$ cat src/uotg_pkg.sv
package uotg_pkg;

  // Register byte offsets on the AHB register port.
  localparam logic [11:0] OFS_STATUS = 12'h014;
  localparam logic [11:0] OFS_MASK   = 12'h018;
  localparam logic [11:0] OFS_PEEK   = 12'h01c;
  localparam logic [11:0] OFS_POP    = 12'h020;
  localparam logic [11:0] OFS_RXSIZE = 12'h024;
  localparam logic [11:0] OFS_NPSIZE = 12'h028;

  // Status bit positions held by this slice.
  localparam int ST_ROLE     = 0;
  localparam int ST_WRONG    = 1;
  localparam int ST_OTG      = 2;
  localparam int ST_SOF      = 3;
  localparam int ST_RXNE     = 4;
  localparam int ST_NPTXE    = 5;
  localparam int ST_CARKIT   = 8;
  localparam int ST_RESTORE  = 16;
  localparam int ST_INCOMPL  = 21;
  localparam int ST_EXT_LO   = 6;

  // Build options of the controller.
  localparam logic OPT_DYNAMIC_FIFO = 1'b1;
  localparam logic OPT_DED_TX_FIFOS = 1'b0;
  localparam logic OPT_ISO_OUT      = 1'b1;
  localparam logic OPT_HIBERNATION  = 1'b0;

  // FIFO depths in 32-bit words.
  localparam logic [15:0] RX_DEPTH_MAX  = 16'h0400;
  localparam logic [15:0] NP_DEPTH_MAX  = 16'h0200;
  localparam logic [15:0] EP0_DEPTH_MAX = 16'h0100;
  localparam logic [15:0] DEPTH_MIN     = 16'h0010;
  localparam logic [15:0] TX_DEPTH_RST  = OPT_DED_TX_FIFOS ? EP0_DEPTH_MAX : NP_DEPTH_MAX;

  localparam logic [31:0] MASK_RST      = 32'h0000_0000;
  localparam logic [31:0] MASK_WRITABLE = 32'hffff_fffe;
  localparam logic [31:0] RDATA_RST     = 32'h0000_0000;

  // Packet status codes, host mode.
  localparam logic [3:0] PKT_H_IN_DATA  = 4'h2;
  localparam logic [3:0] PKT_H_IN_DONE  = 4'h3;
  localparam logic [3:0] PKT_H_TGL_ERR  = 4'h5;
  localparam logic [3:0] PKT_H_HALTED   = 4'h7;
  // Packet status codes, device mode.
  localparam logic [3:0] PKT_D_GOUT_NAK = 4'h1;
  localparam logic [3:0] PKT_D_OUT_DATA = 4'h2;
  localparam logic [3:0] PKT_D_OUT_DONE = 4'h3;
  localparam logic [3:0] PKT_D_SETUP_OK = 4'h4;
  localparam logic [3:0] PKT_D_SETUP_DT = 4'h6;

  localparam logic [1:0] PID_DATA0 = 2'b00;
  localparam logic [1:0] PID_DATA1 = 2'b10;
  localparam logic [1:0] PID_DATA2 = 2'b01;
  localparam logic [1:0] PID_MDATA = 2'b11;

  localparam int RXQ_WIDTH = 32;
  localparam int RXQ_DEPTH = 8;

  typedef struct packed {
    logic [6:0]  reserved;
    logic [3:0]  frame_number_low;
    logic [3:0]  packet_status_code;
    logic [1:0]  data_pid_code;
    logic [10:0] byte_count;
    logic [3:0]  channel_or_endpoint_number;
  } uotg_rxsts_t;

  typedef struct packed {
    logic        sel;
    logic [1:0]  trans;
    logic        write;
    logic [11:0] addr;
  } uotg_ahb_req_t;

  typedef struct packed {
    logic        present_role;
    logic        low_speed;
    logic        sof_event;
    logic        otg_pending;
    logic        wrong_role_access;
    logic        tx_empty_level_select;
    logic        np_tx_half_empty;
    logic        np_tx_empty;
    logic        np_queue_has_space;
    logic        ulpi_carkit_irq;
    logic        i2c_carkit_irq;
  } uotg_core_evt_t;

endpackage : uotg_pkg

$ cat src/uotg_regs.sv
`timescale 1ns/1ps
`default_nettype none

module uotg_fifo #(
  parameter int WIDTH = 32,
  parameter int DEPTH = 8
) (
  input  wire logic             sys_clk,   // Bus clock.
  input  wire logic             arst_n,    // Asynchronous reset.
  input  wire logic             in_valid,  // Write side offers a word.
  output logic                  in_ready,  // Space for a word.
  input  wire logic [WIDTH-1:0] in_data,   // Word to store.
  output logic                  out_valid, // Head word present.
  input  wire logic             out_ready, // Reader takes the head.
  output logic      [WIDTH-1:0] out_data   // Head word.
);
  localparam int AW = $clog2(DEPTH);
  localparam logic [AW:0] CNT_FULL = (AW+1)'(DEPTH);

  typedef struct packed {
    logic [DEPTH-1:0][WIDTH-1:0] mem;
    logic [AW-1:0]               wr;
    logic [AW-1:0]               rd;
    logic [AW:0]                 cnt;
    logic                        full;
    logic                        empty;
  } uotg_fifo_state_t;

  uotg_fifo_state_t s_q, s_d;
  logic             push, pop;

  assign push      = in_valid && !s_q.full;
  assign pop       = out_ready && !s_q.empty;
  assign in_ready  = !s_q.full;
  assign out_valid = !s_q.empty;
  assign out_data  = s_q.mem[s_q.rd];

  always_comb begin
    s_d = s_q;
    if (push) begin
      s_d.mem[s_q.wr] = in_data;
      s_d.wr          = AW'(s_q.wr + 1'b1);
    end
    if (pop) begin
      s_d.rd = AW'(s_q.rd + 1'b1);
    end
    if (push && !pop) begin
      s_d.cnt = (AW+1)'(s_q.cnt + 1'b1);
    end else if (pop && !push) begin
      s_d.cnt = (AW+1)'(s_q.cnt - 1'b1);
    end
    s_d.full  = (s_d.cnt == CNT_FULL);
    s_d.empty = (s_d.cnt == '0);
  end

  always_ff @(posedge sys_clk or negedge arst_n) begin
    if (!arst_n) begin
      s_q       <= '0;
      s_q.empty <= 1'b1;
    end else begin
      s_q <= s_d;
    end
  end
endmodule : uotg_fifo

module uotg_regs
  import uotg_pkg::*;
(
  input  wire logic           sys_clk,        // 40 MHz bus clock.
  input  wire logic           arst_n,         // Asynchronous reset, active low.
  input  wire uotg_ahb_req_t  ahb_req,        // AHB address-phase control.
  input  wire logic           hready_in,      // AHB bus ready.
  input  wire logic [31:0]    hwdata,         // AHB write data.
  output logic [31:0]         hrdata,         // AHB read data.
  output logic                hready_out,     // Slave ready.
  output logic                hresp,          // Response, always OKAY.
  input  wire uotg_core_evt_t core_evt,       // Core state and events.
  input  wire logic [31:6]    ext_status,     // Upper status bits from the core.
  input  wire logic           rx_entry_valid, // Receive status offered.
  output logic                rx_entry_ready, // Receive status queue has room.
  input  wire uotg_rxsts_t    rx_entry,       // Receive status entry.
  output logic                core_irq,       // Combined interrupt.
  output logic                rxsts_irq       // Popped entry carried an event code.
);

  typedef struct packed {
    logic        ph_valid;
    logic        ph_write;
    logic [11:0] ph_addr;
    logic        sof;
    logic        wrong;
    logic [31:0] mask;
    logic [15:0] rx_depth;
    logic [15:0] tx_depth;
    logic [15:0] tx_start;
    logic [31:0] rdata;
    logic        irq;
    logic        pkt_irq;
  } uotg_regs_state_t;

  uotg_regs_state_t s_q, s_d;
  uotg_rxsts_t      push_entry, head;
  logic             head_valid, pop, addr_phase;
  logic [31:0]      status, mask_eff, head_word, push_word;

  function automatic logic [15:0] fit(input logic [15:0] v, input logic [15:0] hi);
    fit = (v > hi) ? hi : ((v < DEPTH_MIN) ? DEPTH_MIN : v);
  endfunction : fit

  function automatic logic pkt_raises(input logic host, input logic [3:0] code);
    if (host) begin
      pkt_raises = (code == PKT_H_IN_DONE) || (code == PKT_H_TGL_ERR) ||
                   (code == PKT_H_HALTED);
    end else begin
      pkt_raises = (code == PKT_D_GOUT_NAK) || (code == PKT_D_OUT_DONE) ||
                   (code == PKT_D_SETUP_OK);
    end
  endfunction : pkt_raises

  // Frame number only exists for device-mode isochronous OUT support.
  always_comb begin
    push_entry = rx_entry;
    if (core_evt.present_role || !OPT_ISO_OUT) begin
      push_entry.frame_number_low = '0;
    end
    push_entry.reserved = '0;
  end
  assign push_word = push_entry;

  uotg_fifo #(
    .WIDTH (RXQ_WIDTH),
    .DEPTH (RXQ_DEPTH)
  ) u_rxq (
    .sys_clk   (sys_clk),
    .arst_n    (arst_n),
    .in_valid  (rx_entry_valid),
    .in_ready  (rx_entry_ready),
    .in_data   (push_word),
    .out_valid (head_valid),
    .out_ready (pop),
    .out_data  (head_word)
  );
  assign head = head_word;

  assign addr_phase = ahb_req.sel && ahb_req.trans[1] && hready_in;
  assign pop = addr_phase && !ahb_req.write && (ahb_req.addr == OFS_POP) && head_valid;

  always_comb begin
    status                 = '0;
    status[31:ST_EXT_LO]   = ext_status;
    status[ST_CARKIT]      = core_evt.ulpi_carkit_irq | core_evt.i2c_carkit_irq;
    status[ST_NPTXE]       = !OPT_DED_TX_FIFOS && core_evt.np_queue_has_space &&
                             (core_evt.tx_empty_level_select ? core_evt.np_tx_empty
                                                             : core_evt.np_tx_half_empty);
    status[ST_RXNE]        = head_valid;
    status[ST_SOF]         = s_q.sof;
    status[ST_OTG]         = core_evt.otg_pending;
    status[ST_WRONG]       = s_q.wrong;
    status[ST_ROLE]        = core_evt.present_role;
  end

  // Without hibernation the restore-done mask bit never reaches the interrupt; it still reads back as written.
  always_comb begin
    mask_eff              = s_q.mask;
    mask_eff[ST_RESTORE]  = s_q.mask[ST_RESTORE] & OPT_HIBERNATION;
    mask_eff[ST_ROLE]     = 1'b0;
  end

  always_comb begin
    s_d         = s_q;
    s_d.pkt_irq = 1'b0;

    if (hready_in) begin
      s_d.ph_valid = addr_phase;
      s_d.ph_write = ahb_req.write;
      s_d.ph_addr  = ahb_req.addr;
    end

    // Write data arrives one cycle after its address phase.
    if (s_q.ph_valid && s_q.ph_write) begin
      unique case (s_q.ph_addr)
        OFS_STATUS: begin
          if (hwdata[ST_SOF]) begin
            s_d.sof = 1'b0;
          end
          if (hwdata[ST_WRONG]) begin
            s_d.wrong = 1'b0;
          end
        end
        OFS_MASK: begin
          s_d.mask = hwdata & MASK_WRITABLE;
        end
        OFS_RXSIZE: begin
          if (OPT_DYNAMIC_FIFO) begin
            s_d.rx_depth = fit(hwdata[15:0], RX_DEPTH_MAX);
          end
        end
        OFS_NPSIZE: begin
          if (OPT_DYNAMIC_FIFO) begin
            s_d.tx_depth = fit(hwdata[31:16], TX_DEPTH_RST);
            s_d.tx_start = (hwdata[15:0] > RX_DEPTH_MAX) ? RX_DEPTH_MAX : hwdata[15:0];
          end
        end
        default: begin
        end
      endcase
    end

    // Hardware sets take priority over a same-cycle software clear.
    if (core_evt.sof_event && !core_evt.low_speed) begin
      s_d.sof = 1'b1;
    end
    if (core_evt.wrong_role_access) begin
      s_d.wrong = 1'b1;
    end

    if (addr_phase && !ahb_req.write) begin
      unique case (ahb_req.addr)
        OFS_STATUS: s_d.rdata = status;
        OFS_MASK:   s_d.rdata = s_q.mask;
        OFS_PEEK,
        OFS_POP:    s_d.rdata = head_valid ? head_word : '0;
        OFS_RXSIZE: s_d.rdata = {16'h0000, s_q.rx_depth};
        OFS_NPSIZE: s_d.rdata = {s_q.tx_depth, s_q.tx_start};
        default:    s_d.rdata = '0;
      endcase
    end

    if (pop) begin
      s_d.pkt_irq = pkt_raises(core_evt.present_role, head.packet_status_code);
    end

    s_d.irq = |(status & mask_eff);
  end

  always_ff @(posedge sys_clk or negedge arst_n) begin
    if (!arst_n) begin
      s_q.ph_valid <= 1'b0;
      s_q.ph_write <= 1'b0;
      s_q.ph_addr  <= '0;
      s_q.sof      <= 1'b0;
      s_q.wrong    <= 1'b0;
      s_q.mask     <= MASK_RST;
      s_q.rx_depth <= RX_DEPTH_MAX;
      s_q.tx_depth <= TX_DEPTH_RST;
      s_q.tx_start <= RX_DEPTH_MAX;
      s_q.rdata    <= RDATA_RST;
      s_q.irq      <= 1'b0;
      s_q.pkt_irq  <= 1'b0;
    end else begin
      s_q <= s_d;
    end
  end

  // The slice never inserts wait states and never answers with an error.
  assign hrdata     = s_q.rdata;
  assign hready_out = 1'b1;
  assign hresp      = 1'b0;
  assign core_irq   = s_q.irq;
  assign rxsts_irq  = s_q.pkt_irq;

endmodule : uotg_regs

`default_nettype wire

$ cat config.mk
export PLATFORM = sky130hd
export DESIGN_NAME = uotg_regs
export DESIGN_NICKNAME = d
export VERILOG_FILES = /design/src/uotg_pkg.sv /design/src/uotg_regs.sv
export SDC_FILE = /design/constraint.sdc
export NUM_CORES = 1
export LEC_CHECK = 0
export BUFFER_PORTS_ARGS = -buffer_cell sky130_fd_sc_hd__buf_2
export CAP_MARGIN = 15
export CORE_ASPECT_RATIO = 0.5
export CORE_MARGIN = 10
export CORE_UTILIZATION = 37
export DETAILED_ROUTE_END_ITERATION = 8
export SETUP_SLACK_MARGIN = 0.4
export SLEW_MARGIN = 20
export SYNTH_ARGS = -nofsm -noshare
export SYNTH_HDL_FRONTEND = slang
export SYNTH_SLANG_ARGS = --single-unit
$ cat constraint.sdc
create_clock -name sys_clk -period 2.8 [get_ports sys_clk]
set_input_delay 0.56 -clock sys_clk [delete_from_list [all_inputs] [get_ports sys_clk]]
set_output_delay 0.56 -clock sys_clk [all_outputs]
set_load 0.01 [all_outputs]
## Word level (Yosys, flattened, before mapping)

Index checks and enable logic that the tools add are counted.

| storage, ports and cells | value |
|---|---|
| logic and storage cells | 118 |
| bits in latches | 0 |
| input bits | 121 |
| flip-flop bits (word level) | 397 |
| memories kept | 0 |
| ROM bits | 0 |
| memory bits (writable) | 0 |
| output and inout port bits | 37 |

| cells by class | value |
|---|---|
| muxes and demuxes | 27 |
| reduce and logical (&&, ||, !) cells | 37 |
| bitwise logic cells | 2 |
| $lt $le $gt $ge | 7 |
| $add $sub $neg | 4 |
| divide/modulo/power cells | 0 |
| $mul | 0 |
| equality and inequality tests | 16 |
| shift operators | 0 |

Operator list:

| cell | number |
|---|---|
| bitwise mux 256 bit | 1 |
| 2-to-1 mux 32 bit | 5 |
| case mux 32 bit (5 select lines) | 1 |
| binary-select mux 32 bit (select 3 bit) | 1 |
| demux 32 bit (select 3 bit) | 1 |
| 2-to-1 mux 16 bit | 6 |
| 2-to-1 mux 82 bit | 1 |
| equality test 12 x 5 -> 1 bit, second input constant | 5 |
| equality test 12 x 6 -> 1 bit, second input constant | 5 |
| AND 32 bit | 1 |
| less-than comparator 16 x 5 -> 1 bit, second input constant | 2 |
| OR reduction 32 bit | 1 |
| > comparator 16 x 10 -> 1 bit, second input constant | 1 |
| > comparator 16 x 11 -> 1 bit, second input constant | 1 |
| logical AND 1 bit | 13 |
| equality test 4 x 3 -> 1 bit, second input constant | 3 |
| 2-to-1 mux 4 bit | 3 |
| nonzero test 2 bit | 6 |
| less-than comparator 3 x 4 -> 1 bit, second input constant | 2 |
| 2-to-1 mux 1 bit | 7 |
| adder 3 x 1 -> 3 bit, second input constant | 2 |
| zero test 1 bit | 6 |
| AND reduction 2 bit | 3 |
| AND reduction 3 bit | 2 |
| 11 further kinds | 14 |

## Logic depth before layout (Yosys ltp)

| logic depth | value |
|---|---|
| word-level depth | 10 |
| depth in mapped cells | 9 |
| gate-level depth less buffers | 7 |

## Hierarchy

Synthesis repeated with hierarchy kept, for this count alone.

| unflattened totals | value |
|---|---|
| cells, all modules | 1,340 |
| area total of the unflattened synthesis | 18,667.9 µm² |

By module, submodules not included:

| module | instances | cells each | area each (µm²) | sequential area each (µm²) |
|---|---|---|---|---|
| uotg_fifo | 1 | 732 | 12,069.1 | 6,707.7 |
| uotg_regs | 1 | 608 | 6,598.8 | 3,231.8 |

## Least setup slack after synthesis

OpenSTA, ideal clock, no wires.

| timing path | value |
|---|---|
| path kind | input -> register |
| from | in ahb_req[7] (netlist name) |
| to | reg u_rxq.s_q[1] (netlist name) |
| arrival | 2.025 ns |
| stages on the path | 6 |
| data required time | 2.679 ns |
| path slack | 0.654 ns |
| cells stage by stage | or4_1 > nor3_4 > nand2_2 > a221oi_2 > a31o_1 > nor2_1 |

RTL lines:

| what | line | RTL |
|---|---|---|
| start: declaration | uotg_regs.sv:71 | `input wire uotg_ahb_req_t ahb_req,` |
| end: declaration | uotg_regs.sv:29 | `uotg_fifo_state_t s_q, s_d;` |

## Final worst setup path

| timing path | value |
|---|---|
| from | reg s_q[125] (netlist name) |
| to | reg s_q[53] (netlist name) |

| between the ends | value |
|---|---|
| word-level cells in the longest chain between the ends | 2 |

Ends and longest elaborated chain:

| what | line | RTL |
|---|---|---|
| start: declaration | uotg_regs.sv:101 | `uotg_regs_state_t s_q, s_d;` |
| equality test 12 x 6 -> 1 bit | uotg_regs.sv:181 | `unique case (s_q.ph_addr)` |
| AND reduction 2 bit (no line) | -- |  |

Every way passes these cells.
A chain may end at the register's enable or synchronous reset.

==> flow_summary.toml <==
[run_status]
outcome = "finished clean"

[yosys]
ys.flop_type = "dfrtp_1"
seq_area_frac_synth_pct = 54.6
ys_types = 63
syn-num-nets = 1405
async_flop_share_pct = 100
ys_ff_latch = 341
synth_cells = 1280
syn_area_per_cell_um2 = 12.2
ys_warn_count = 0
syn_area_um2 = 15600
synth_edf_count = 0

[layout]
fillCellCount = 3830
drive_gt1_share_pct = 35.3
final_nets = 1534
final_util_pct = 43.6
syn_to_final_growth_pct = 16.6

[global_routing]
track_usage_pct = 16.9
grt_pass1_wl_um = 68700
gr-usage-met1_pct = 20.5
antenna_found_initial = 4
grt_max_degree = 82
met3_usage_pct = 2.57
met2_usage_pct = 30.4
grt.busiest_layer = "met2"
grt-ovfl-total = 0
grt_pass1_vias = 11793

[detailed_routing]
ant_nets = 0
drt-total-wl_um = 44000
drt_pre_antenna_iters = 5
drtIter0Drc = 1002
dr_total_vias = 10927
via_per_inst = 5.42
post_drt_wl_per_cell_um = 21.8
drc_errors = 0

[placement]
pre_cts_ws_ns = 0.203
globalplace.congestion = 0.918
hpwl_um = 30600
port_buffers = 146

[clocking]
cts.path.max_buffers = 3
cts.sink_count = 341
cts-root-buf = "clkbuf_16"
clkTransAtPathRegs_ns = 0.06
clk_latency_ns = 0.54
cts_tree = "built"
cts_buffers = 35
postCtsSetupBuffers = 0
h-tree-depth = 2

[sta]
fin_crit_sh_pct = 81.8
hold_viol = 0
worst_slack_ns = 0.510
rsz0062_at_grt = "true"
fmax_mhz = 437
slew_headroom_pct = 55.8
holdWs_ns = 0.204
period_minus_slack_ns = 2.29
finalSetupViolCount = 0
finClkSkew_ns = 0.0124
worstMarginPinSlew_ns = 0.662
final_max_slew_viol_count = 0
tns_ns = 0

[floorplanning]
dieHeight_um = 165
die_w_um = 311
rows = 53
core_area_um2 = 41800
initial_core_util_pct = 37.4
ioPinCount = 158
die_area_um2 = 51400

[setup_path]
critPathArrivalTime_ns = 2.71
r2r_slack_ns = 0.51
crit_required_ns = 3.22
crit_path_end_kind = "flip-flop"
path_class = "flip-flop to flip-flop"
startpoint_type = "flip-flop"
crit_fanout = 25

[pwr]
leakagePower_nw = 8.10
p_per_area_nw_per_um2 = 861
ir_drop_v = 0.000349
p_total_mw = 15.7

[worst_hold_path]
hold_class = "input pin to flip-flop"

[flow_run]
maxCapViolCount = 0
## routing by layer
layer,up-vias,share of wire [%],wire length (µm)
li1,4850,-,-
met1,5695,41,18200
met2,297,51,22700
met3,85,4.3,1890
met4,0,2.9,1280
met5,-,0,0
## cells in the final DEF (no fill, tap or decap), drive strengths merged, types with 5 or more instances in the layout
cell,n
xnor2,5
a22o,19
clkbuf,56
and2,16
nor4,8
nand3,11
a22oi,39
inv,9
nor2b,7
mux2i,16
a31oi,13
buf,201
nor2,42
a221oi,21
mux4,50
a2bb2oi,10
nand2b,7
nor3,9
mux2,180
nand4,6
a21oi,12
o21ai,72
and3,6
nand2,223
dfrtp,337
nand3b,5
## stage by stage
step,cell area [µm²],instances
after global placement,17000,1948
after detailed placement,17000,1948
final,18200,2016
after global routing,18200,2015
after floorplan,15600,1280
after CTS,18200,2012
## cells in the mapped netlist, types with 4 or more instances
master     count  area [µm²]
buf_4         35         263
ha_1           4        50.1
nor4_1         8        50.1
a2bb2oi_1     10        87.6
nand2_1      222         833
a221oi_1      20         175
mux4_2        50        1130
inv_1          8        30.0
nand3b_1       5        37.5
dfrtp_1      337        8430
a22oi_1       39         293
and3_1         6        37.5
nor3_1         6        30.0
and2_1        16         100
nor2b_1        7        43.8
clkbuf_1      53         199
nand2b_1       7        43.8
mux2_2       180        2030
a31oi_1       13        81.3
nor2_1        39         146
dfstp_2        4         105
nand3_1       11        55.1
xnor2_1        4        35.0
o21ai_0       71         355
buf_2         19        95.1
o221ai_1       4        35.0
nand4_1        6        37.5
a21oi_1       12        60.1
a22o_1        19         166
mux2i_1       16         160
## worst max-delay path: stages, from the launching register on
cell	delay (ns)
dfrtp_1	0.38
nor4_1	0.35
and4_1	0.29
nand3b_1	0.12
or3b_4	0.50
buf_4	0.26
a22o_1	0.26
## sequential cells by signal (all words and copies together) (netlist names)
signal,cells
s_q,65
rxsts_irq,1
core_irq,1
u_rxq.s_q,212
mask_eff,30
hrdata,32
## cell families (layout without fill, tap and decap cells)
logic type | Yosys count | in the layout | synth area share, %
AND/OR/NAND/NOR | 359 | 359 | 10.5
flip-flops | 341 | 341 | 54.6
multiplexers | 246 | 246 | 21.2
AO/OA/AOI/OAI | 204 | 204 | 9.07
buffers and inverters | 118 | 273 | 3.87
XOR/XNOR | 6 | 6 | 0.384
adder cells (fa/ha/maj) | 4 | 4 | 0.320
other | 2 | 6 | 0.0480
## worst paths after layout
kind	start	end	cells past startpoint
min	core_evt[6]	s_q[114]$_DFFE_PN0P_	2
max	s_q[125]$_DFFE_PN0P_	s_q[53]$_DFFE_PN0P_	6
max reg2reg	s_q[125]$_DFFE_PN0P_	s_q[53]$_DFFE_PN0P_	6
min reg2reg	u_rxq.s_q[214]$_DFFE_PN0P_	u_rxq.s_q[214]$_DFFE_PN0P_	2
max in group asynchronous	arst_n	s_q[59]$_DFFE_PN1P_	3
min in group asynchronous	arst_n	u_rxq.s_q[216]$_DFFE_PN0P_	2
## power breakdown
group	leakage (nW)	switching, mW	internal (mW)
Sequential	4.25	0.831	6.45
Combinational	3.28	1.69	2.00
Clock	0.567	1.96	2.78
## layout make-up
type                       count  area, µm²  share of cell area [%]
sequential                   341       8550                    46.9
multi-input combinational    821       6520                    35.7
timing repair buffer         202       1250                    6.86
clock buffer                  56       1060                    5.79
tap                          577        722                    3.96
clock inverter                 7        100                   0.549
inverter                       8       30.0                   0.165
antenna                        4       10.0                  0.0549
## repair_timing
| item | in CTS | in global routing |
|---|---|---|
| endpoints found under the setup margin | 19 | 18 |
| gates resized for setup | 1 | 4 |
| hold buffers | 1 | 0 |
| pin swaps | 0 | 1 |
| gates cloned | 0 | 0 |
| hold endpoints to repair | 58 | 0 |
Note: power is estimated with default switching activity, not from simulation.
